`src/lar_consts.svh`:
```
/*
  Constants of the line autoreclose sequencer: clock figures, register
  offsets, field positions, reset values and input slot numbers.
  Assumes it is included by bare name; it holds definitions only.
*/
`ifndef LAR_CONSTS_SVH
`define LAR_CONSTS_SVH
// Clock rate in kHz and timer figures in ms
`define LAR_CLK_KHZ 100000
`define LAR_TICK_MS 10
`define LAR_FORCE_MS 8
// Register byte offsets
`define LAR_OFF_CTRL 6'h00
`define LAR_OFF_TM0 6'h04
`define LAR_OFF_STAT 6'h1c
// Timer setting slots, in offset order from TM0
`define LAR_T_SP 3'h0
`define LAR_T_A 3'h1
`define LAR_T_B 3'h2
`define LAR_T_RST 3'h3
`define LAR_T_INC 3'h4
`define LAR_T_XFER 3'h5
`define LAR_T_NUM 6
// Control fields
`define LAR_CTRL_EN 0
`define LAR_CTRL_PROG 1
`define LAR_CTRL_MAX 3
`define LAR_CTRL_ORD 4
`define LAR_CTRL_ARM 6
`define LAR_CTRL_W 6
`define LAR_CTRL_RST 6'h08
// Timer reset values in 10 ms ticks
`define LAR_SP_RST 16'h0064
`define LAR_A_RST 16'h0032
`define LAR_B_RST 16'h0078
`define LAR_RT_RST 16'h1770
`define LAR_INC_RST 16'h03e8
`define LAR_XFER_RST 16'h0064
// Synchronised input slots
`define LAR_IN_SP 0
`define LAR_IN_TP 1
`define LAR_IN_TD 2
`define LAR_IN_HOLD 3
`define LAR_IN_RST 4
`define LAR_IN_B1 5
`define LAR_IN_B2 6
`define LAR_IN_W 7
`endif

```
`src/lar_pkg.sv`:
```
/*
  Types of the line autoreclose sequencer: scheme states, dead timer
  choices and breaker orders.
  Assumes nothing beyond a SystemVerilog compiler.
*/
package lar_pkg;
  // Scheme states
  typedef enum logic [2:0] {
    lar_st_disabled, lar_st_reset, lar_st_rip, lar_st_closing, lar_st_lockout
  } lar_state_t;
  // Dead timer chosen for a shot
  typedef enum logic [1:0] {lar_dt_sp, lar_dt_a, lar_dt_b, lar_dt_lock} lar_dead_t;
  // Breaker close order
  typedef enum logic [1:0] {
    lar_ord_single, lar_ord_both, lar_ord_seq12, lar_ord_seq21
  } lar_order_t;
endpackage

```
`src/lar_tick_div.sv`:
```
/*
  Divider that makes the 10 ms timer tick as a one-cycle enable.
  Assumes one clock and an asynchronous active-low reset.
*/
`timescale 1ns/1ps
module lar_tick_div #(
  parameter int unsigned DIV = 1000000
) (
  input wire logic clock,
  input wire logic rst_n,
  input wire logic sync_clear,
  output logic tick
);
  localparam int unsigned W = $clog2(DIV);
  localparam logic [W-1:0] LAST = W'(DIV - 1);
  logic [W-1:0] cnt_q; // Cycles within the current tick period

  ////////////////////////////////////////////////////////////////////
  // Free counter, restarted by the scheme clear
  always_ff @(posedge clock or negedge rst_n) begin
    if (!rst_n) begin
      cnt_q <= '0;
      tick <= 1'b0;
    end else if (sync_clear) begin
      cnt_q <= '0;
      tick <= 1'b0;
    end else begin
      // Pulse in the cycle after the last cycle of each period
      tick <= (cnt_q == LAST);
      cnt_q <= (cnt_q == LAST) ? '0 : cnt_q + 1'b1;
    end
  end
endmodule

```
`src/lar_sequencer.sv`:
```
/*
  Line autoreclose sequencer: scheme state machine, dead, incomplete,
  reset and transfer timers, close latches and an Avalon-MM slave for
  the settings.
  Assumes the initiate, hold, reset and breaker inputs are asynchronous
  levels and that the trip logic honours the force-three-pole output.
*/
// Design decisions made here: register access over Avalon-MM and the register offsets.
// Notes on behaviour
// - Disabled ignores initiates; reset clears shot count
// - Four reclose programs selected by setting
// - Maximum shots one or two, default two
// - Second shot three-pole with own dead time
// - Program 1: single, A, or B timer
// - Program 2: single-pole timer, three-phase locks out
// - Program 3: single-phase uses A, multi locks
// - Program 4: timer A, delayed initiate timer B
// - Programs 3 and 4 force three-pole trip
// - At shot limit, further initiate locks out
// - Initiate latches in-progress until close or lockout
// - Dead time expiry latches close per order
// - Three initiate kinds each start a cycle
// - Three-pole initiates latched until close, lockout, reset
// - Times settable 0 to 655.35 s, 10 ms steps
// - Close one breaker, both, or in turn
// - Lockout holds until explicit reset
// - Hold freezes dead timers, then timer B
// - Force three-pole 8 ms after single-pole start
// - Incomplete timer expiry without close locks out
// - Reset timer after close returns to reset
`timescale 1ns/1ps
`include "lar_consts.svh"
module lar_sequencer import lar_pkg::*; #(
  parameter int unsigned TICK_CYCLES = `LAR_TICK_MS * `LAR_CLK_KHZ,
  parameter int unsigned FORCE_CYCLES = `LAR_FORCE_MS * `LAR_CLK_KHZ
) (
  input wire logic clock,
  input wire logic rst_n,
  input wire logic sync_clear,
  input wire logic [5:0] avs_address,
  input wire logic avs_read,
  input wire logic avs_write,
  input wire logic [31:0] avs_writedata,
  input wire logic [3:0] avs_byteenable,
  output logic [31:0] avs_readdata,
  output logic avs_waitrequest,
  input wire logic single_pole_initiate,
  input wire logic three_pole_initiate,
  input wire logic delayed_three_pole_initiate,
  input wire logic hold_input,
  input wire logic scheme_reset_input,
  input wire logic breaker_one_closed,
  input wire logic breaker_two_closed,
  output logic reclose_in_progress_flag,
  output logic close_breaker_one,
  output logic close_breaker_two,
  output logic force_three_pole_trip,
  output logic lockout_flag
);
  localparam int unsigned FW = $clog2(FORCE_CYCLES);
  localparam logic [FW-1:0] FLAST = FW'(FORCE_CYCLES - 1);

  ////////////////////////////////////////////////////////////////////
  // Declarations
  logic [`LAR_IN_W-1:0] pins_in, s1_q, s2_q, prev_q; // Input synchroniser
  logic sp_i, tp_i, td_i, hold_i, rst_i, b1_i, b2_i; // Synchronised levels
  logic [`LAR_CTRL_W-1:0] ctrl_q; // Control settings
  logic [15:0] tm_q [`LAR_T_NUM]; // Timer settings in ticks
  logic ack_q, arm_sw_q; // Bus answer, software arm pulse
  logic [31:0] rdata_q; // Read data
  lar_state_t st_q; // Scheme state
  lar_dead_t sel, dsel_q; // Chosen and running dead timer
  logic [1:0] shot_q; // Recloses issued this sequence
  logic rip_q, cls1_q, cls2_q, lock_q, force_q;
  logic tp_lat_q, td_lat_q; // Latched three-pole initiates
  logic frun_q, fsp_q; // Force delay running and done
  logic [FW-1:0] fcnt_q; // Force delay count in cycles
  logic xfer_q; // Transfer to second breaker pending
  logic [15:0] dead_cnt_q, inc_cnt_q, rst_cnt_q, xfer_cnt_q;
  logic tick, en, init_rise, tp_any, td_any, init_present, at_max, armed;
  logic new_init, start_cycle, dead_done, inc_done, do_close, rst_done;
  logic closed_ok, arm_req, to_lock, to_reset, xfer_done, hold_fall;
  logic [1:0] prog, max_shots;
  lar_order_t order;

  ////////////////////////////////////////////////////////////////////
  // Functions
  // Dead timer per program, fault kind and shot
  function automatic lar_dead_t dead_sel(input logic [1:0] p, input logic sp,
      input logic tp, input logic td, input logic later);
    lar_dead_t r;
    r = lar_dt_lock;
    if (later) begin
      // Later shots on timer B, except program 3 locks out on a three-pole initiate
      r = (p == 2'h2 && (tp || td)) ? lar_dt_lock : lar_dt_b;
    end else begin
      unique case (p)
        2'h0: r = td ? lar_dt_b : (tp ? lar_dt_a : lar_dt_sp);
        2'h1: r = (tp || td) ? lar_dt_lock : lar_dt_sp;
        2'h2: r = (tp || td) ? lar_dt_lock : lar_dt_a;
        2'h3: r = td ? lar_dt_b : lar_dt_a;
      endcase
    end
    return r;
  endfunction

  // Byte-lane merge of a 16-bit setting
  function automatic logic [15:0] merge16(input logic [15:0] old,
      input logic [31:0] wd, input logic [3:0] be);
    logic [15:0] r;
    r = old;
    if (be[0]) r[7:0] = wd[7:0];
    if (be[1]) r[15:8] = wd[15:8];
    return r;
  endfunction

  ////////////////////////////////////////////////////////////////////
  // Tick divider
  lar_tick_div #(.DIV(TICK_CYCLES)) u_tick (
    .clock(clock),
    .rst_n(rst_n),
    .sync_clear(sync_clear),
    .tick(tick)
  );

  ////////////////////////////////////////////////////////////////////
  // Input synchroniser; logic reads only the second stage and after
  assign pins_in = {breaker_two_closed, breaker_one_closed, scheme_reset_input,
      hold_input, delayed_three_pole_initiate, three_pole_initiate,
      single_pole_initiate};
  always_ff @(posedge clock or negedge rst_n) begin
    if (!rst_n) begin
      s1_q <= '0;
      s2_q <= '0;
      prev_q <= '0;
    end else begin
      s1_q <= pins_in;
      s2_q <= s1_q;
      prev_q <= s2_q;
    end
  end
  assign sp_i = s2_q[`LAR_IN_SP];
  assign tp_i = s2_q[`LAR_IN_TP];
  assign td_i = s2_q[`LAR_IN_TD];
  assign hold_i = s2_q[`LAR_IN_HOLD];
  assign rst_i = s2_q[`LAR_IN_RST];
  assign b1_i = s2_q[`LAR_IN_B1];
  assign b2_i = s2_q[`LAR_IN_B2];

  ////////////////////////////////////////////////////////////////////
  // Sequencing decisions
  assign en = ctrl_q[`LAR_CTRL_EN];
  assign prog = ctrl_q[`LAR_CTRL_PROG +: 2];
  assign max_shots = ctrl_q[`LAR_CTRL_MAX] ? 2'h2 : 2'h1;
  assign order = lar_order_t'(ctrl_q[`LAR_CTRL_ORD +: 2]);
  // Any of the three initiates rising starts a cycle
  assign init_rise = |(s2_q[`LAR_IN_TD:`LAR_IN_SP] & ~prev_q[`LAR_IN_TD:`LAR_IN_SP]);
  assign tp_any = tp_i | tp_lat_q;
  assign td_any = td_i | td_lat_q;
  assign init_present = sp_i | tp_any | td_any;
  assign hold_fall = prev_q[`LAR_IN_HOLD] & ~hold_i;
  assign at_max = (shot_q >= max_shots);
  assign sel = dead_sel(prog, sp_i, tp_any, td_any, shot_q != 2'h0);
  assign armed = (st_q == lar_st_reset) || (st_q == lar_st_closing);
  assign new_init = en & armed & init_rise;
  // Shot limit or a locking program refuses the cycle
  assign start_cycle = new_init & ~at_max & (sel != lar_dt_lock);
  assign dead_done = (dead_cnt_q >= tm_q[dsel_q]);
  assign inc_done = (st_q == lar_st_rip) && (inc_cnt_q >= tm_q[`LAR_T_INC]);
  // Incomplete expiry wins over a close in the same cycle
  assign do_close = (st_q == lar_st_rip) && dead_done && !hold_i && !inc_done;
  assign rst_done = (st_q == lar_st_closing) && (rst_cnt_q >= tm_q[`LAR_T_RST]);
  assign closed_ok = (order == lar_ord_single) ? b1_i : (b1_i & b2_i);
  assign arm_req = rst_i | arm_sw_q;
  assign xfer_done = xfer_q && (xfer_cnt_q >= tm_q[`LAR_T_XFER]);
  assign to_lock = en & ((new_init & ~start_cycle) | inc_done
      | (rst_done & ~new_init & ~(closed_ok & ~init_present)));
  assign to_reset = en & ((rst_done & ~new_init & closed_ok & ~init_present)
      | ((st_q == lar_st_lockout) & arm_req) | (st_q == lar_st_disabled));

  ////////////////////////////////////////////////////////////////////
  // Scheme state
  always_ff @(posedge clock or negedge rst_n) begin
    if (!rst_n) begin
      st_q <= lar_st_disabled;
    end else if (sync_clear || !en) begin
      st_q <= lar_st_disabled;
    end else if (to_lock) begin
      st_q <= lar_st_lockout;
    end else if (start_cycle) begin
      st_q <= lar_st_rip;
    end else if (do_close) begin
      st_q <= lar_st_closing;
    end else if (to_reset) begin
      st_q <= lar_st_reset;
    end
  end

  ////////////////////////////////////////////////////////////////////
  // Shot counter
  always_ff @(posedge clock or negedge rst_n) begin
    if (!rst_n) begin
      shot_q <= 2'h0;
    end else if (sync_clear || !en || to_reset) begin
      shot_q <= 2'h0;
    end else if (do_close) begin
      shot_q <= shot_q + 2'h1;
    end
  end

  ////////////////////////////////////////////////////////////////////
  // Dead timer: chosen at initiate, frozen by hold, B after hold
  always_ff @(posedge clock or negedge rst_n) begin
    if (!rst_n) begin
      dsel_q <= lar_dt_sp;
      dead_cnt_q <= 16'h0000;
    end else if (sync_clear) begin
      dsel_q <= lar_dt_sp;
      dead_cnt_q <= 16'h0000;
    end else if (start_cycle) begin
      dsel_q <= sel;
      dead_cnt_q <= 16'h0000;
    end else if (st_q == lar_st_rip && hold_fall) begin
      dsel_q <= lar_dt_b;
      dead_cnt_q <= 16'h0000;
    end else if (st_q == lar_st_rip && tick && !hold_i && !dead_done) begin
      dead_cnt_q <= dead_cnt_q + 16'h0001;
    end
  end

  ////////////////////////////////////////////////////////////////////
  // Incomplete sequence timer, runs while in progress
  always_ff @(posedge clock or negedge rst_n) begin
    if (!rst_n) begin
      inc_cnt_q <= 16'h0000;
    end else if (sync_clear || start_cycle) begin
      inc_cnt_q <= 16'h0000;
    end else if (st_q == lar_st_rip && tick && !inc_done) begin
      inc_cnt_q <= inc_cnt_q + 16'h0001;
    end
  end

  ////////////////////////////////////////////////////////////////////
  // Reset timer, started by the close command
  always_ff @(posedge clock or negedge rst_n) begin
    if (!rst_n) begin
      rst_cnt_q <= 16'h0000;
    end else if (sync_clear || do_close) begin
      rst_cnt_q <= 16'h0000;
    end else if (st_q == lar_st_closing && tick && !rst_done) begin
      rst_cnt_q <= rst_cnt_q + 16'h0001;
    end
  end

  ////////////////////////////////////////////////////////////////////
  // Transfer timer for closing breakers in turn; initiate stops it
  always_ff @(posedge clock or negedge rst_n) begin
    if (!rst_n) begin
      xfer_q <= 1'b0;
      xfer_cnt_q <= 16'h0000;
    end else if (sync_clear || !en || start_cycle || to_lock || xfer_done) begin
      xfer_q <= 1'b0;
      xfer_cnt_q <= 16'h0000;
    end else if (do_close) begin
      xfer_q <= (order == lar_ord_seq12) || (order == lar_ord_seq21);
      xfer_cnt_q <= 16'h0000;
    end else if (xfer_q && tick) begin
      xfer_cnt_q <= xfer_cnt_q + 16'h0001;
    end
  end

  ////////////////////////////////////////////////////////////////////
  // Close latches; a set wins over a breaker-closed clear
  always_ff @(posedge clock or negedge rst_n) begin
    if (!rst_n) begin
      cls1_q <= 1'b0;
      cls2_q <= 1'b0;
    end else if (sync_clear || !en || to_lock || to_reset) begin
      cls1_q <= 1'b0;
      cls2_q <= 1'b0;
    end else begin
      // Breaker one first unless order starts with two
      if ((do_close && order != lar_ord_seq21)
          || (xfer_done && order == lar_ord_seq21)) begin
        cls1_q <= 1'b1;
      end else if (b1_i) begin
        cls1_q <= 1'b0;
      end
      // Breaker two together, first, or after transfer
      if ((do_close && (order == lar_ord_both || order == lar_ord_seq21))
          || (xfer_done && order == lar_ord_seq12)) begin
        cls2_q <= 1'b1;
      end else if (b2_i) begin
        cls2_q <= 1'b0;
      end
    end
  end

  ////////////////////////////////////////////////////////////////////
  // In-progress and lockout indications
  always_ff @(posedge clock or negedge rst_n) begin
    if (!rst_n) begin
      rip_q <= 1'b0;
      lock_q <= 1'b0;
    end else if (sync_clear || !en) begin
      rip_q <= 1'b0;
      lock_q <= 1'b0;
    end else begin
      // Latched until close or lockout
      if (start_cycle) rip_q <= 1'b1;
      else if (do_close || to_lock) rip_q <= 1'b0;
      if (to_lock) lock_q <= 1'b1;
      else if (to_reset) lock_q <= 1'b0;
    end
  end

  ////////////////////////////////////////////////////////////////////
  // Three-pole initiate latches; a live initiate wins over the clear
  always_ff @(posedge clock or negedge rst_n) begin
    if (!rst_n) begin
      tp_lat_q <= 1'b0;
      td_lat_q <= 1'b0;
    end else if (sync_clear || !en) begin
      tp_lat_q <= 1'b0;
      td_lat_q <= 1'b0;
    end else begin
      if (tp_i && st_q != lar_st_lockout) tp_lat_q <= 1'b1;
      else if (do_close || xfer_done || to_lock || to_reset) tp_lat_q <= 1'b0;
      if (td_i && st_q != lar_st_lockout) td_lat_q <= 1'b1;
      else if (do_close || xfer_done || to_lock || to_reset) td_lat_q <= 1'b0;
    end
  end

  ////////////////////////////////////////////////////////////////////
  // Force three-pole: programs 3 and 4, later shots, or 8 ms delay
  always_ff @(posedge clock or negedge rst_n) begin
    if (!rst_n) begin
      frun_q <= 1'b0;
      fsp_q <= 1'b0;
      fcnt_q <= '0;
    end else if (sync_clear || !en || to_lock || to_reset) begin
      frun_q <= 1'b0;
      fsp_q <= 1'b0;
      fcnt_q <= '0;
    end else if (start_cycle && sel == lar_dt_sp) begin
      frun_q <= 1'b1;
      fcnt_q <= '0;
    end else if (frun_q) begin
      // Cycle count, finer than the tick
      fcnt_q <= fcnt_q + 1'b1;
      if (fcnt_q == FLAST) begin
        frun_q <= 1'b0;
        fsp_q <= 1'b1;
      end
    end
  end
  always_ff @(posedge clock or negedge rst_n) begin
    if (!rst_n) begin
      force_q <= 1'b0;
    end else begin
      force_q <= !sync_clear && en && (prog[1] || fsp_q || shot_q != 2'h0);
    end
  end

  assign reclose_in_progress_flag = rip_q;
  assign close_breaker_one = cls1_q;
  assign close_breaker_two = cls2_q;
  assign force_three_pole_trip = force_q;
  assign lockout_flag = lock_q;

  ////////////////////////////////////////////////////////////////////
  // Avalon-MM slave: one wait cycle, then the answer
  assign avs_waitrequest = (avs_read | avs_write) & ~ack_q;
  assign avs_readdata = rdata_q;
  always_ff @(posedge clock or negedge rst_n) begin
    if (!rst_n) begin
      ack_q <= 1'b0;
      rdata_q <= 32'h0000_0000;
    end else begin
      ack_q <= (avs_read | avs_write) & ~ack_q;
      if (avs_read && !ack_q) begin
        // Unmapped addresses read as zero
        rdata_q <= 32'h0000_0000;
        if (avs_address == `LAR_OFF_CTRL) begin
          rdata_q[`LAR_CTRL_W-1:0] <= ctrl_q;
        end else if (avs_address == `LAR_OFF_STAT) begin
          rdata_q[9:0] <= {st_q, shot_q, rip_q, cls1_q, cls2_q, lock_q, force_q};
        end else if (avs_address >= `LAR_OFF_TM0 && avs_address < `LAR_OFF_STAT
            && avs_address[1:0] == 2'h0) begin
          rdata_q[15:0] <= tm_q[avs_address[4:2] - 3'h1];
        end
      end
    end
  end

  // Settings writes take effect at the answering edge
  always_ff @(posedge clock or negedge rst_n) begin
    if (!rst_n) begin
      ctrl_q <= `LAR_CTRL_RST;
      arm_sw_q <= 1'b0;
      tm_q[`LAR_T_SP] <= `LAR_SP_RST;
      tm_q[`LAR_T_A] <= `LAR_A_RST;
      tm_q[`LAR_T_B] <= `LAR_B_RST;
      tm_q[`LAR_T_RST] <= `LAR_RT_RST;
      tm_q[`LAR_T_INC] <= `LAR_INC_RST;
      tm_q[`LAR_T_XFER] <= `LAR_XFER_RST;
    end else begin
      arm_sw_q <= 1'b0;
      if (avs_write && ack_q) begin
        if (avs_address == `LAR_OFF_CTRL && avs_byteenable[0]) begin
          ctrl_q <= avs_writedata[`LAR_CTRL_W-1:0];
          arm_sw_q <= avs_writedata[`LAR_CTRL_ARM];
        end else if (avs_address >= `LAR_OFF_TM0 && avs_address < `LAR_OFF_STAT
            && avs_address[1:0] == 2'h0) begin
          // Full 16-bit range of 10 ms steps
          tm_q[avs_address[4:2] - 3'h1] <= merge16(tm_q[avs_address[4:2] - 3'h1],
              avs_writedata, avs_byteenable);
        end
      end
    end
  end
endmodule

```
`config.mk`:
```
export PLATFORM = sky130hd
export DESIGN_NAME = lar_sequencer
export DESIGN_NICKNAME = d
export VERILOG_FILES = /design/src/lar_pkg.sv /design/src/lar_tick_div.sv /design/src/lar_sequencer.sv
export VERILOG_INCLUDE_DIRS = /design/src
export SDC_FILE = /design/constraint.sdc
export NUM_CORES = 1
export LEC_CHECK = 0
export BUFFER_PORTS_ARGS = -buffer_cell sky130_fd_sc_hd__buf_2
export CELL_PAD_IN_SITES_DETAIL_PLACEMENT = 1
export CELL_PAD_IN_SITES_GLOBAL_PLACEMENT = 2
export CORE_MARGIN = 2
export CORE_UTILIZATION = 42
export DETAILED_ROUTE_END_ITERATION = 6
export GPL_ROUTABILITY_DRIVEN = 0
export GPL_TIMING_DRIVEN = 0
export PLACE_DENSITY_LB_ADDON = 0.1
export RECOVER_POWER = 50
export SLEW_MARGIN = 20
export SYNTH_ARGS = -nofsm -noshare
export SYNTH_HDL_FRONTEND = slang
export SYNTH_SLANG_ARGS = --single-unit
```
`constraint.sdc`:
```
create_clock -name clock -period 8.8 [get_ports clock]
set_clock_uncertainty 0.15 [all_clocks]
set_input_delay 0.44 -clock clock [delete_from_list [all_inputs] [get_ports clock]]
set_output_delay 0.44 -clock clock [all_outputs]
set_load 0.1 [all_outputs]
```
Word-level counts from Yosys, hierarchy flattened:

Index checks and enable logic that the tools add are counted.

* output and inout port bits: 38
* input bits: 54
* register bits after elaboration: 260
* logic and storage cells: 280

* reductions and logical operators: 86
* equality and inequality tests: 17
* bitwise gates (word level): 38
* add/subtract/negate cells: 8
* multiplexer cells: 88
* order comparisons: 10

Operator list (count)
* $mux W16: 17
* $mux W20: 5
* $bmux W16 S3: 2
* $bwmux W96: 1
* $add A16 B1 Y16 const B: 4
* $ge A16 B16 Y1: 4
* $mux W8: 8
* $demux W16 S3: 1
* $add A20 B1 Y20 const B: 2
* $eq A20 B20 Y1 const B: 2
* $mux W1: 33
* $logic_and A1 B1 Y1: 30
* $reduce_bool A3 Y1: 9
* $mux W2: 11
* $logic_or A1 B1 Y1: 21
* $mux W10: 2
* $and A1 B1 Y1: 16
* $mux W3: 5
* $reduce_bool A2 Y1: 7
* $mux W6: 2
* $or A1 B1 Y1: 10
* $eq A2 B2 Y1 const B: 4
* $logic_not A2 Y1: 4
* $not A1 Y1: 8
* other kinds (28): 39

Longest topological paths before layout:

Gate-level depths: netlist of run 1.

* depth after elaboration: 17
* gate-level depth with buffers: 14
* depth with buffers taken out: 10

Modules after synthesis:

Synthesis of run 1 repeated with hierarchy kept, for this count alone.

* cell total of the unflattened synthesis: 1390
* area, all modules: 14393.8 um^2

Modules (own cells, without submodules)
* lar_sequencer: instances 1, area each 13340.3 um^2, cells an instance 1281
* lar_tick_div: instances 1, area each 1053.5 um^2, cells an instance 109

Least setup slack after synthesis of run 1:

No wires, ideal clock.

* path kind: register to register
* from: register dsel_q[0]
* to: register rst_cnt_q[10]
* cell stages (with the launch flop): 14
* slack: 4905 ps
* library setup time: 121 ps
* period minus slack after synthesis: 3895 ps
* arrival: 3624 ps
* data required time: 8529 ps
* path buffers: 4
* path through: dfrtp_1 -> clkbuf_1 -> buf_1 -> mux4_2 -> ha_1 -> nand2b_1 -> a211oi_1 -> o211ai_1 -> a21oi_1 -> or4b_1 -> clkbuf_1 -> nand2_1 -> buf_2 -> nor2_1

* cells in the longest elaborated chain, start to end: 10

RTL lines
* start: declaration: line lar_sequencer.sv:72 `lar_dead_t sel, dsel_q;`
* start signal: assignment: line lar_sequencer.sv:215 `dsel_q <= lar_dt_sp;`
* start signal: assignment: line lar_sequencer.sv:218 `dsel_q <= lar_dt_sp;`
* start signal: assignment: line lar_sequencer.sv:221 `dsel_q <= sel;`
* $not A2 Y3 (not written as such) *: line lar_sequencer.sv:168 `assign dead_done = (dead_cnt_q >= tm_q[dsel_q]);`
* $bmux W16 S3 *: line lar_sequencer.sv:168
* $mux W16 (not written as such) * (2 in series): line lar_sequencer.sv:168
* $ge A16 B16 Y1 *: line lar_sequencer.sv:168
* $logic_and A1 B1 Y1 * (3 in series): line lar_sequencer.sv:171 `assign do_close = (st_q == lar_st_rip) && dead_done && !hold_i && !inc_done;`
* $logic_or A1 B1 Y1 *: line lar_sequencer.sv:248 `end else if (sync_clear || do_close) begin`
* $mux W16 / $reduce_bool A2 Y1 (equally long branches)
* end signal: assignment: line lar_sequencer.sv:251 `rst_cnt_q <= rst_cnt_q + 16'h0001;`
* end: declaration: line lar_sequencer.sv:79 `logic [15:0] dead_cnt_q, inc_cnt_q, rst_cnt_q, xfer_cnt_q;`

Every way passes the cells marked *; elsewhere a longest branch is shown, timed or not. The select of a mux whose other input is x is not followed.
A chain may end at the register's enable or synchronous reset.

Worst setup path after layout of run 1:

* from: register dsel_q[0]
* to: register rst_cnt_q[14]

The elaborated chain is that of the path after synthesis.

==> results of run 1 <==
-- report_power, final --
| group | internal (µW) | total, µW | leakage [µW] | switching, µW |
|---|---|---|---|---|
| registers | 1260 | 1310 | 0.00338 | 57.4 |
| clock network | 993 | 1540 | 0.000605 | 543 |
| logic | 117 | 395 | 0.00353 | 278 |
| total | 2370 | 3240 | 0.00752 | 878 |
-- routing by layer --
layer / vias to the layer above / global-route usage / wire [µm]
met4: 0 / 0.101 / 1820
met2: 215 / 0.447 / 22300
li1: 5563 / - / -
met3: 88 / 0.0335 / 1650
met1: 6064 / 0.347 / 20800
met5: - / 0 / 0
-- logic make-up (layout without fill, tap and decap cells) --
family | count (synthesis) | after routing
other | 1 | 16
AND/OR/NAND/NOR | 572 | 572
XOR/XNOR | 80 | 80
flip-flops | 260 | 260
adder cells (fa/ha/maj) | 77 | 77
buffers and inverters | 165 | 294
multiplexers | 75 | 75
AO/OA/AOI/OAI | 297 | 297
-- registers in the layout (all words and copies together), names as in the netlist, 2 cells and up --
register / cells
u_tick.cnt_q: 20
tm_q: 96
inc_cnt_q: 16
prev_q: 4
dsel_q: 2
xfer_cnt_q: 16
s2_q: 7
shot_q: 2
s1_q: 7
fcnt_q: 20
rst_cnt_q: 16
ctrl_q: 6
avs_readdata: 16
st_q: 3
dead_cnt_q: 16
-- worst max-delay path, stage by stage, from the launching register on --
cell	delay, ns
dfrtp_1	0.33
clkbuf_1	0.62
buf_1	0.77
mux4_2	0.61
inv_1	0.07
ha_1	0.22
nor3_1	0.17
o21ai_0	0.18
and3_1	0.28
a21oi_1	0.46
or4b_1	0.19
clkbuf_1	0.46
nand2_1	0.38
buf_2	0.30
nor2_1	0.13
-- cells in the final DEF (no fill, tap or decap), drive strengths merged, types with 9 or more instances in the layout --
cell    Yosys  routed
clkbuf     46     105
xor2       29      29
conb        1      16
a21oi      97      97
nor2      156     156
nand2     192     192
and3       28      28
dfrtp     233     233
and2        9       9
nand4      25      25
o211ai      9       9
nor3       21      21
buf        32      83
nor4       10      10
or3        14      14
mux2       51      51
nand3      64      64
xnor2      51      51
dfstp      27      27
a221o      16      16
o21ai     115     115
inv        87      87
nand2b     10      10
a31oi      19      19
mux4       17      17
ha         77      77
-- how the worst max path moves through the flow --
stage	from	end	cells after the start
after floorplan	dsel_q[0]$_DFFE_PN0P_	rst_cnt_q[10]$_DFFE_PN0P_	13
after global placement	rst_n	s1_q[4]$_DFF_PN0_	1
after detailed placement	dsel_q[0]$_DFFE_PN0P_	rst_cnt_q[7]$_DFFE_PN0P_	14
after CTS	dsel_q[0]$_DFFE_PN0P_	rst_cnt_q[7]$_DFFE_PN0P_	14
after global routing	dsel_q[0]$_DFFE_PN0P_	rst_cnt_q[14]$_DFFE_PN0P_	14
final	dsel_q[0]$_DFFE_PN0P_	rst_cnt_q[14]$_DFFE_PN0P_	14
-- what timing repair did --
item	CTS	global route
hold buffers	8	0
setup buffers	0	0
endpoints found under the hold margin	67	0
resized for setup	0	0
-- per-stage QoR --
| step | hold slack [ns] | cells | area (µm²) | total power (µW) |
|---|---|---|---|---|
| finish | 0.0395 | 2119 | 16700 | 3240 |
| detailed placement | 0.187 | 2049 | 15400 | 1720 |
| floorplan | -0.00559 | 1542 | 14500 | 1560 |
| global placement | 0.183 | 2046 | 15300 | 1710 |
| CTS | 0.0292 | 2119 | 16700 | 3280 |
| global route | 0.0426 | 2119 | 16700 | 3360 |
-- layout make-up --
class,instances,share of cell area
plain buffers,78,0.0228
well taps,448,0.0335
flip-flops and latches,260,0.391
repair buffers,67,0.0259
multi-input cells,1117,0.432
inverters,87,0.0195
clock inverters,11,0.0126
clock buffers,51,0.0621
==> flow_metrics.py, run 1 <==
metrics = {
    "synth": {
        "synth_compound_area_frac": 0.124,
        "yosysTopAreaCellShare": 0.404,
        "netlist_area_um2": 14400,
        "syn_inst": 1527,
        "synth_edf_count": 0,
        "synthMuxAreaShare": 0.0712,
        "ys_warn_count": 0,
        "synth_ff_type": "dfrtp_1",
        "synthAdderAreaFrac": 0.0668,
        "yosysUniqueCellTypes": 70,
        "async_flop_share": 1.00,
        "ys_ff_latch": 260,
        "synth.area.top_cells": "dfrtp_1 (40%), ha_1 (6.7%), nand2_1 (5.0%)",
        "yosysMostFrequentCell": "dfrtp_1",
        "yosysTopAreaCell": "dfrtp_1",
        "synth_commonest_cells": "dfrtp_1 (233), nand2_1 (192), nor2_1 (153), a21oi_1 (91), inv_1 (87)",
        "synth_top_family_by_area": "simple AND/OR/NAND/NOR gates",
        "synth-simple-area-share": 0.186,
        "synth.avg_cell_area_um2": 9.44,
        "synth_xor_area_frac": 0.0496,
        "yosysSeqAreaShare": 0.454,
    },
    "worst_setup_path": {
        "path_max_fanout": 10,
        "endpoint_kind": "flip-flop",
        "worst-endpoint-required_ns": 9.08,
        "rr_startpoint": "dsel_q[0]$_DFFE_PN0P_",
        "reg2reg_depth": 14,
        "arrival_ns": 5.69,
        "r2r_slack_ns": 3.39,
        "r2r-end": "rst_cnt_q[14]$_DFFE_PN0P_",
        "critPathLaunchType": "flip-flop",
        "setup.worst_path.class": "flip-flop to flip-flop",
    },
    "clock_tree": {
        "tritoncts": "built",
        "clock_path_buffers": 3,
        "cts_buffers": 34,
        "path_clk_slew_ns": 0.06,
        "clk_root_buffer_cell": "clkbuf_16",
        "htree_levels": 2,
        "cts_sinks": 260,
        "clkLatencyLatePin_ns": 0.51,
    },
    "place": {
        "port_buffers": 56,
        "pre_cts_slack_ns": 3.31,
        "dpl.hpwl_um": 35200,
    },
    "detailed_routing": {
        "num_vias": 11900,
        "drt-wirelength-per-cell_um": 22.0,
        "drc": 0,
        "viasPerCell": 5.63,
        "routed_wl_um": 46500,
        "drt_iter0_drc": 517,
        "drtAntennaViolNets": 0,
        "drt_first_pass_iters": 5,
    },
    "floorplan": {
        "dieArea_um2": 35800,
        "die_x_um": 189,
        "ioPinCount": 92,
        "start_util": 0.428,
        "die_h_um": 189,
        "core_um2": 33700,
        "std_cell_rows": 67,
    },
    "timing": {
        "tns_ns": 0,
        "fin_crit_ns": 5.41,
        "max_freq_mhz": 185,
        "slew_headroom": -1.65,
        "fin_ws_ns": 3.39,
        "grt_setup_unrepaired": "no",
        "finalMaxSlewViolations": 66,
        "finalCritPeriodShare": 0.615,
        "setup_viol": 0,
        "finalHoldViolCount": 0,
        "worst_pin_slew_ns": 3.97,
    },
    "min_path": {
        "hold_class": "input pin to flip-flop",
        "hold_end": "arm_sw_q$_DFF_PN0_",
        "hp-start": "avs_writedata[6]",
        "hold_depth": 3,
    },
    "flow_run": {
        "cap_viol_max_count": 1,
    },
    "pwr": {
        "power_leakage_uw": 0.00752,
        "ir_drop_mv": 0.170,
        "p_per_area_nw_per_um2": 194,
    },
    "grt": {
        "track_usage": 0.264,
        "grt_max_degree": 71,
        "antenna_found_initial": 0,
        "overflow": 0,
        "grt_pass1_vias": 12700,
        "grt_pass1_wl_um": 73400,
    },
    "finish": {
        "final_layout_size_suffix_gt1_frac": 0.150,
        "seq_area_um2": 6540,
        "antenna_cells": 0,
        "final_nets": 1776,
        "post-route-util": 0.496,
        "n_fill_cell": 3901,
        "syn2layout_area_growth_pct": 15.9,
        "multi_input_area_um2": 7230,
    },
    "status": {
        "outcome": "finished, violations left",
        "failed_checks": "max-capacitance violations, max-slew violations",
    },
}
No activity file was read; power rests on OpenSTA's default activity.
==> run 2, diff against run 1 <==
- ABC_AREA: not set -> 1
- CORE_UTILIZATION: 42 -> 33
- clock period: 8.8 -> 4.9 ns (I/O delays scaled with it)
==> flow_metrics.py, run 2 <==
metrics = {
    "status": {
        "outcome": "finished, violations left",
        "failed_checks": "max-capacitance violations, max-slew violations",
    },
    "timing": {
        "finalCritPeriodShare": 0.894,
        "fin_crit_ns": 4.38,
        "max_freq_mhz": 228,
        "finalMaxSlewViolations": 46,
        "grt_setup_unrepaired": "no",
        "slew_headroom": -1.04,
        "worst_pin_slew_ns": 3.06,
        "setup_viol": 0,
        "finalHoldViolCount": 0,
    },
    "grt": {
        "grt_max_degree": 80,
        "track_usage": 0.224,
        "grt_busiest_layer": "met2",
        "overflow": 0,
        "grt_pass1_vias": 13700,
        "grt_pass1_wl_um": 80400,
        "antenna_found_initial": 1,
        "grt_use_met2": 0.364,
        "globalRouteMet3Util": 0.0299,
        "globalRouteMet1Util": 0.310,
    },
    "synth": {
        "ys_warn_count": 0,
        "yosysMostFrequentCell": "nand2_1",
        "yosysSeqAreaShare": 0.442,
        "synth_edf_count": 0,
        "syn_inst": 1845,
        "netlist_area_um2": 14800,
        "synth_ff_type": "dfrtp_1",
        "yosysTopAreaCellShare": 0.394,
        "yosysTopAreaCell": "dfrtp_1",
        "yosysUniqueCellTypes": 58,
        "synth_commonest_cells": "nand2_1 (410), dfrtp_1 (233), inv_1 (224), o21ai_0 (175), nor2_1 (155)",
        "synth.avg_cell_area_um2": 8.03,
        "async_flop_share": 1.00,
        "synth.area.top_cells": "dfrtp_1 (39%), nand2_1 (10%), ha_1 (6.5%)",
        "ys_ff_latch": 260,
    },
    "floorplan": {
        "dieArea_um2": 46600,
        "die_x_um": 216,
        "std_cell_rows": 77,
        "ioPinCount": 92,
        "start_util": 0.335,
        "core_um2": 44200,
        "die_h_um": 216,
    },
    "finish": {
        "syn2layout_area_growth_pct": 17.4,
        "reg_top3": "tm_q: 96 flops, fcnt_q: 20 flops, u_tick.cnt_q: 20 flops",
        "max_flop_register": "tm_q",
        "layout_common_cells": "nand2_1 (410), dfrtp_1 (233), inv_1 (225), o21ai_0 (174), nor2_1 (155)",
        "post-route-cell-area_um2": 17400,
        "final_nets": 2109,
        "final_common_cell": "nand2_1",
        "largest_register_ffs": 96,
        "final_layout_size_suffix_gt1_frac": 0.121,
        "post-route-util": 0.393,
        "antenna_cells": 0,
    },
    "min_path": {
        "hold_end": "tm_q[76]$_DFFE_PN0P_",
        "hold_class": "input pin to flip-flop",
        "hp-start": "avs_writedata[12]",
        "hold_depth": 3,
    },
    "place": {
        "dpl_cell_area_um2": 16000,
        "dpl.hpwl_um": 39000,
        "port_buffers": 56,
    },
    "worst_setup_path": {
        "path_max_fanout": 10,
        "reg2reg_depth": 17,
        "r2r-end": "dead_cnt_q[5]$_DFFE_PN0P_",
        "r2r_slack_ns": 0.52,
        "setup.worst_path.class": "flip-flop to flip-flop",
        "endpoint_kind": "flip-flop",
        "arrival_ns": 4.70,
        "critPathLaunchType": "flip-flop",
        "worst-endpoint-required_ns": 5.22,
        "rr_startpoint": "dsel_q[0]$_DFFE_PN0P_",
    },
    "flow_run": {
        "cap_viol_max_count": 1,
    },
    "detailed_routing": {
        "routed_wl_um": 50700,
        "drt_first_pass_iters": 5,
        "num_vias": 12900,
        "drt-wirelength-per-cell_um": 19.5,
        "drt_iter0_drc": 621,
        "viasPerCell": 4.98,
        "drc": 0,
        "drtAntennaViolNets": 0,
    },
    "clock_tree": {
        "clkLatencyLatePin_ns": 0.56,
        "clk_root_buffer_cell": "clkbuf_16",
        "path_clk_slew_ns": 0.06,
        "htree_levels": 2,
        "clock_path_buffers": 3,
        "tritoncts": "built",
        "cts_buffers": 35,
        "cts_sinks": 260,
        "cts_resized": 0,
    },
    "pwr": {
        "p_per_area_nw_per_um2": 324,
        "ir_drop_mv": 0.234,
        "power_leakage_uw": 0.00786,
    },
}
## run 2: routing by layer
layer | share of wire | up-vias
met5 | 0.00016 | -
met4 | 0.024 | 2
met3 | 0.035 | 66
met2 | 0.46 | 190
met1 | 0.48 | 6365
li1 | - | 6316
## run 2: worst max-delay path by stage
stage	start	endpoint	cells past startpoint
finish	dsel_q[0]$_DFFE_PN0P_	dead_cnt_q[5]$_DFFE_PN0P_	17
global route	dsel_q[0]$_DFFE_PN0P_	dead_cnt_q[5]$_DFFE_PN0P_	17
CTS	dsel_q[0]$_DFFE_PN0P_	dead_cnt_q[5]$_DFFE_PN0P_	17
detailed placement	dsel_q[0]$_DFFE_PN0P_	dead_cnt_q[5]$_DFFE_PN0P_	17
global placement	rst_n	fcnt_q[6]$_DFFE_PN0P_	1
floorplan	dsel_q[0]$_DFFE_PN0P_	dead_cnt_q[14]$_DFFE_PN0P_	21
## run 2: per-stage QoR
stage,setup WS (ns),setup TNS (ns),hold WS [ns],std cells,power (µW)
after detailed placement,0.486,0,0.0344,2511,2960
after global routing,0.0670,0,0.0653,2597,5890
after global placement,-1.96,-450.94,0.184,2508,2940
after floorplan,2.00,0,-0.201,1860,2690
after CTS,0.450,0,0.0195,2597,5740
final,0.520,0,0.0292,2597,5640
## run 2: cell type report
class	count	area [µm²]
buffer	64	344
clock buffer	51	1050
clock inverter	13	168
fill	5351	26800
inverter	237	895
multi-input combinational	1299	7080
sequential	260	6540
tap	592	741
timing repair buffer	81	561
## run 2: timing repair
action                                 CTS  global route
setup buffers                            0             0
endpoints found under the hold margin  190             0
hold buffers                            22             0
## run 2: where the power goes
part | total (µW) | leakage, µW | internal [µW] | switching (µW)
Sequential | 2290 | 0.00347 | 2230 | 56.0
Clock | 2710 | 0.000593 | 1650 | 1060
Combinational | 643 | 0.00379 | 172 | 470
## run 2: critical path, cell delays in order (launching register included)
cell	delay (ns)
dfrtp_1	0.40
clkbuf_1	0.28
inv_2	0.26
clkbuf_1	0.50
o21ai_0	0.18
a2bb2oi_1	0.24
ha_1	0.29
nand2_1	0.07
inv_1	0.05
nand3_1	0.13
a21oi_1	0.06
nor2_1	0.13
nand2_1	0.08
nor2_2	0.35
nand2_1	0.42
nor3_1	0.46
nand2_1	0.09
a21oi_1	0.14
## run 2: kinds of logic after synthesis
family,after synthesis,share of synthesized area
fa+ha+maj,77,0.0651
other cells,1,0.000253
xor+xnor,46,0.0272
simple gates,780,0.239
compound gates,380,0.143
flops,260,0.442
buf+inv,301,0.0837
==> run 3, diff against run 2 <==
- clock period: 4.9 -> 3.7 ns (I/O delays scaled with it)
==> flow_metrics.py, run 3 (synthesis results as in run 2) <==
metrics = {
    "clock_tree": {
        "htree_levels": 2,
        "tritoncts": "built",
        "clk_root_buffer_cell": "clkbuf_16",
        "cts_buffers": 35,
        "path_clk_slew_ns": 0.06,
        "clock_path_buffers": 3,
        "cts_sinks": 260,
        "clkLatencyLatePin_ns": 0.56,
    },
    "status": {
        "failed_checks": "max-capacitance violations, max-slew violations",
        "outcome": "finished, violations left",
    },
    "grt": {
        "overflow": 0,
        "antenna_found_initial": 0,
        "grt_pass1_wl_um": 80800,
        "grt_pass1_vias": 13800,
        "track_usage": 0.225,
        "grt_max_degree": 80,
    },
    "place": {
        "port_buffers": 56,
        "dpl.hpwl_um": 39000,
        "pre_cts_slack_ns": -0.714,
    },
    "worst_setup_path": {
        "worst-endpoint-required_ns": 4.03,
        "critPathLaunchType": "flip-flop",
        "arrival_ns": 3.81,
        "endpoint_kind": "flip-flop",
        "setup.worst_path.class": "flip-flop to flip-flop",
        "path_max_fanout": 10,
    },
    "floorplan": {
        "start_util": 0.335,
        "dieArea_um2": 46600,
        "ioPinCount": 92,
        "std_cell_rows": 77,
        "core_um2": 44200,
        "die_h_um": 216,
        "die_x_um": 216,
    },
    "finish": {
        "max_flop_register": "tm_q",
        "n_fill_cell": 5352,
        "final_common_cell": "nand2_1",
        "final_nets": 2117,
        "antenna_cells": 0,
        "reg_top3": "tm_q: 96 flops, fcnt_q: 20 flops, u_tick.cnt_q: 20 flops",
        "layout_common_cells": "nand2_1 (409), dfrtp_1 (233), inv_1 (224), o21ai_0 (174), nor2_1 (156)",
        "syn2layout_area_growth_pct": 18.0,
        "post-route-util": 0.395,
        "largest_register_ffs": 96,
        "final_layout_size_suffix_gt1_frac": 0.117,
    },
    "flow_run": {
        "cap_viol_max_count": 2,
    },
    "detailed_routing": {
        "drt_iter0_drc": 622,
        "drt_first_pass_iters": 5,
        "num_vias": 12900,
        "drtAntennaViolNets": 0,
        "viasPerCell": 4.97,
        "drc": 0,
        "routed_wl_um": 50900,
        "drt-wirelength-per-cell_um": 19.5,
    },
    "pwr": {
        "power_leakage_uw": 0.00784,
        "ir_drop_mv": 0.310,
        "power.total_uw": 7470,
        "p_per_area_nw_per_um2": 427,
    },
    "timing": {
        "setup_viol": 0,
        "holdWs_ns": 0.0164,
        "finalHoldViolCount": 0,
        "finalCritPeriodShare": 0.939,
        "max_freq_mhz": 288,
        "grt_setup_unrepaired": "no",
        "slew_headroom": -0.329,
        "fin_ws_ns": 0.227,
        "finalMaxSlewViolations": 138,
        "fin_crit_ns": 3.47,
        "worst_pin_slew_ns": 1.99,
    },
    "min_path": {
        "hold_class": "input pin to flip-flop",
    },
}
run 3: cell count changes in the layout (fill, tap and decap cells not counted), moves of 3 or more:
cell	before	now
buf_2	64	45
buf_4	18	22
clkbuf_1	39	53
clkbuf_2	0	4
dlygate4sd3_1	22	27
nor2_2	9	6
run 3: what timing repair did:
| action | CTS | global route |
|---|---|---|
| hold endpoints to repair | 202 | 0 |
| hold buffers | 27 | 0 |
| pin swaps | 2 | 1 |
| buffers inserted | 4 | 0 |
| gates resized for setup | 13 | 9 |
| setup endpoints to repair | 59 | 41 |
| gates cloned | 0 | 0 |
run 3: layout make-up:
class | instances | area [µm²] | area share
Tap cell | 592 | 741 | 0.0424
Clock inverter | 13 | 168 | 0.00959
Sequential cell | 260 | 6540 | 0.374
Timing Repair Buffer | 90 | 613 | 0.0351
Buffer | 63 | 357 | 0.0204
Multi-Input combinational cell | 1299 | 7110 | 0.407
Clock buffer | 51 | 1050 | 0.0599
Inverter | 237 | 901 | 0.0516
run 3: critical path, cell delays in order (launching register included):
cell       delay (ns)
dfrtp_1          0.40
buf_4            0.20
inv_4            0.13
clkbuf_4         0.25
o21ai_0          0.11
a2bb2oi_1        0.22
ha_1             0.29
nand2_1          0.07
inv_1            0.05
nand3_1          0.14
a21oi_1          0.06
nor2_1           0.13
nand2_1          0.11
nor2_4           0.28
nor2_4           0.13
nor2_4           0.19
inv_1            0.11
buf_2            0.21
nor2_1           0.14
run 3: routing by layer:
metal	up-vias	share of wire	track usage
met2	183	0.47	0.368
met4	0	0.023	0.0623
met3	60	0.031	0.0282
met5	-	0	0
li1	6326	-	-
met1	6377	0.48	0.312
run 3: power breakdown:
part	total [µW]	switching [µW]	internal, µW
clock network	3580	1400	2190
registers	3030	76.6	2950
logic	854	624	231
run 3: path summary, 6_finish.rpt:
kind,start,endpoint,slack [ns],cells past startpoint
hold / removal,avs_writedata[15],tm_q[15]$_DFFE_PN0P_,0.02,3
hold reg to reg,s1_q[1]$_DFF_PN0_,s2_q[1]$_DFF_PN0_,0.20,0
setup reg to reg,dsel_q[0]$_DFFE_PN0P_,rst_cnt_q[13]$_DFFE_PN0P_,0.23,18
setup / recovery,dsel_q[0]$_DFFE_PN0P_,rst_cnt_q[13]$_DFFE_PN0P_,0.23,18
min in group asynchronous,rst_n,tm_q[76]$_DFFE_PN0P_,0.49,3
max in group asynchronous,rst_n,ctrl_q[3]$_DFFE_PN1P_,0.69,5
run 3: per-stage QoR:
stage          setup TNS, ns  instance area [µm²]  cells
5_1_grt                    0                17500   2605
2_1_floorplan              0                14900   1860
3_3_place_gp         -776.06                15900   2508
6_report                   0                17500   2605
4_1_cts             -0.00391                17500   2606
3_5_place_dp          -29.07                16000   2511
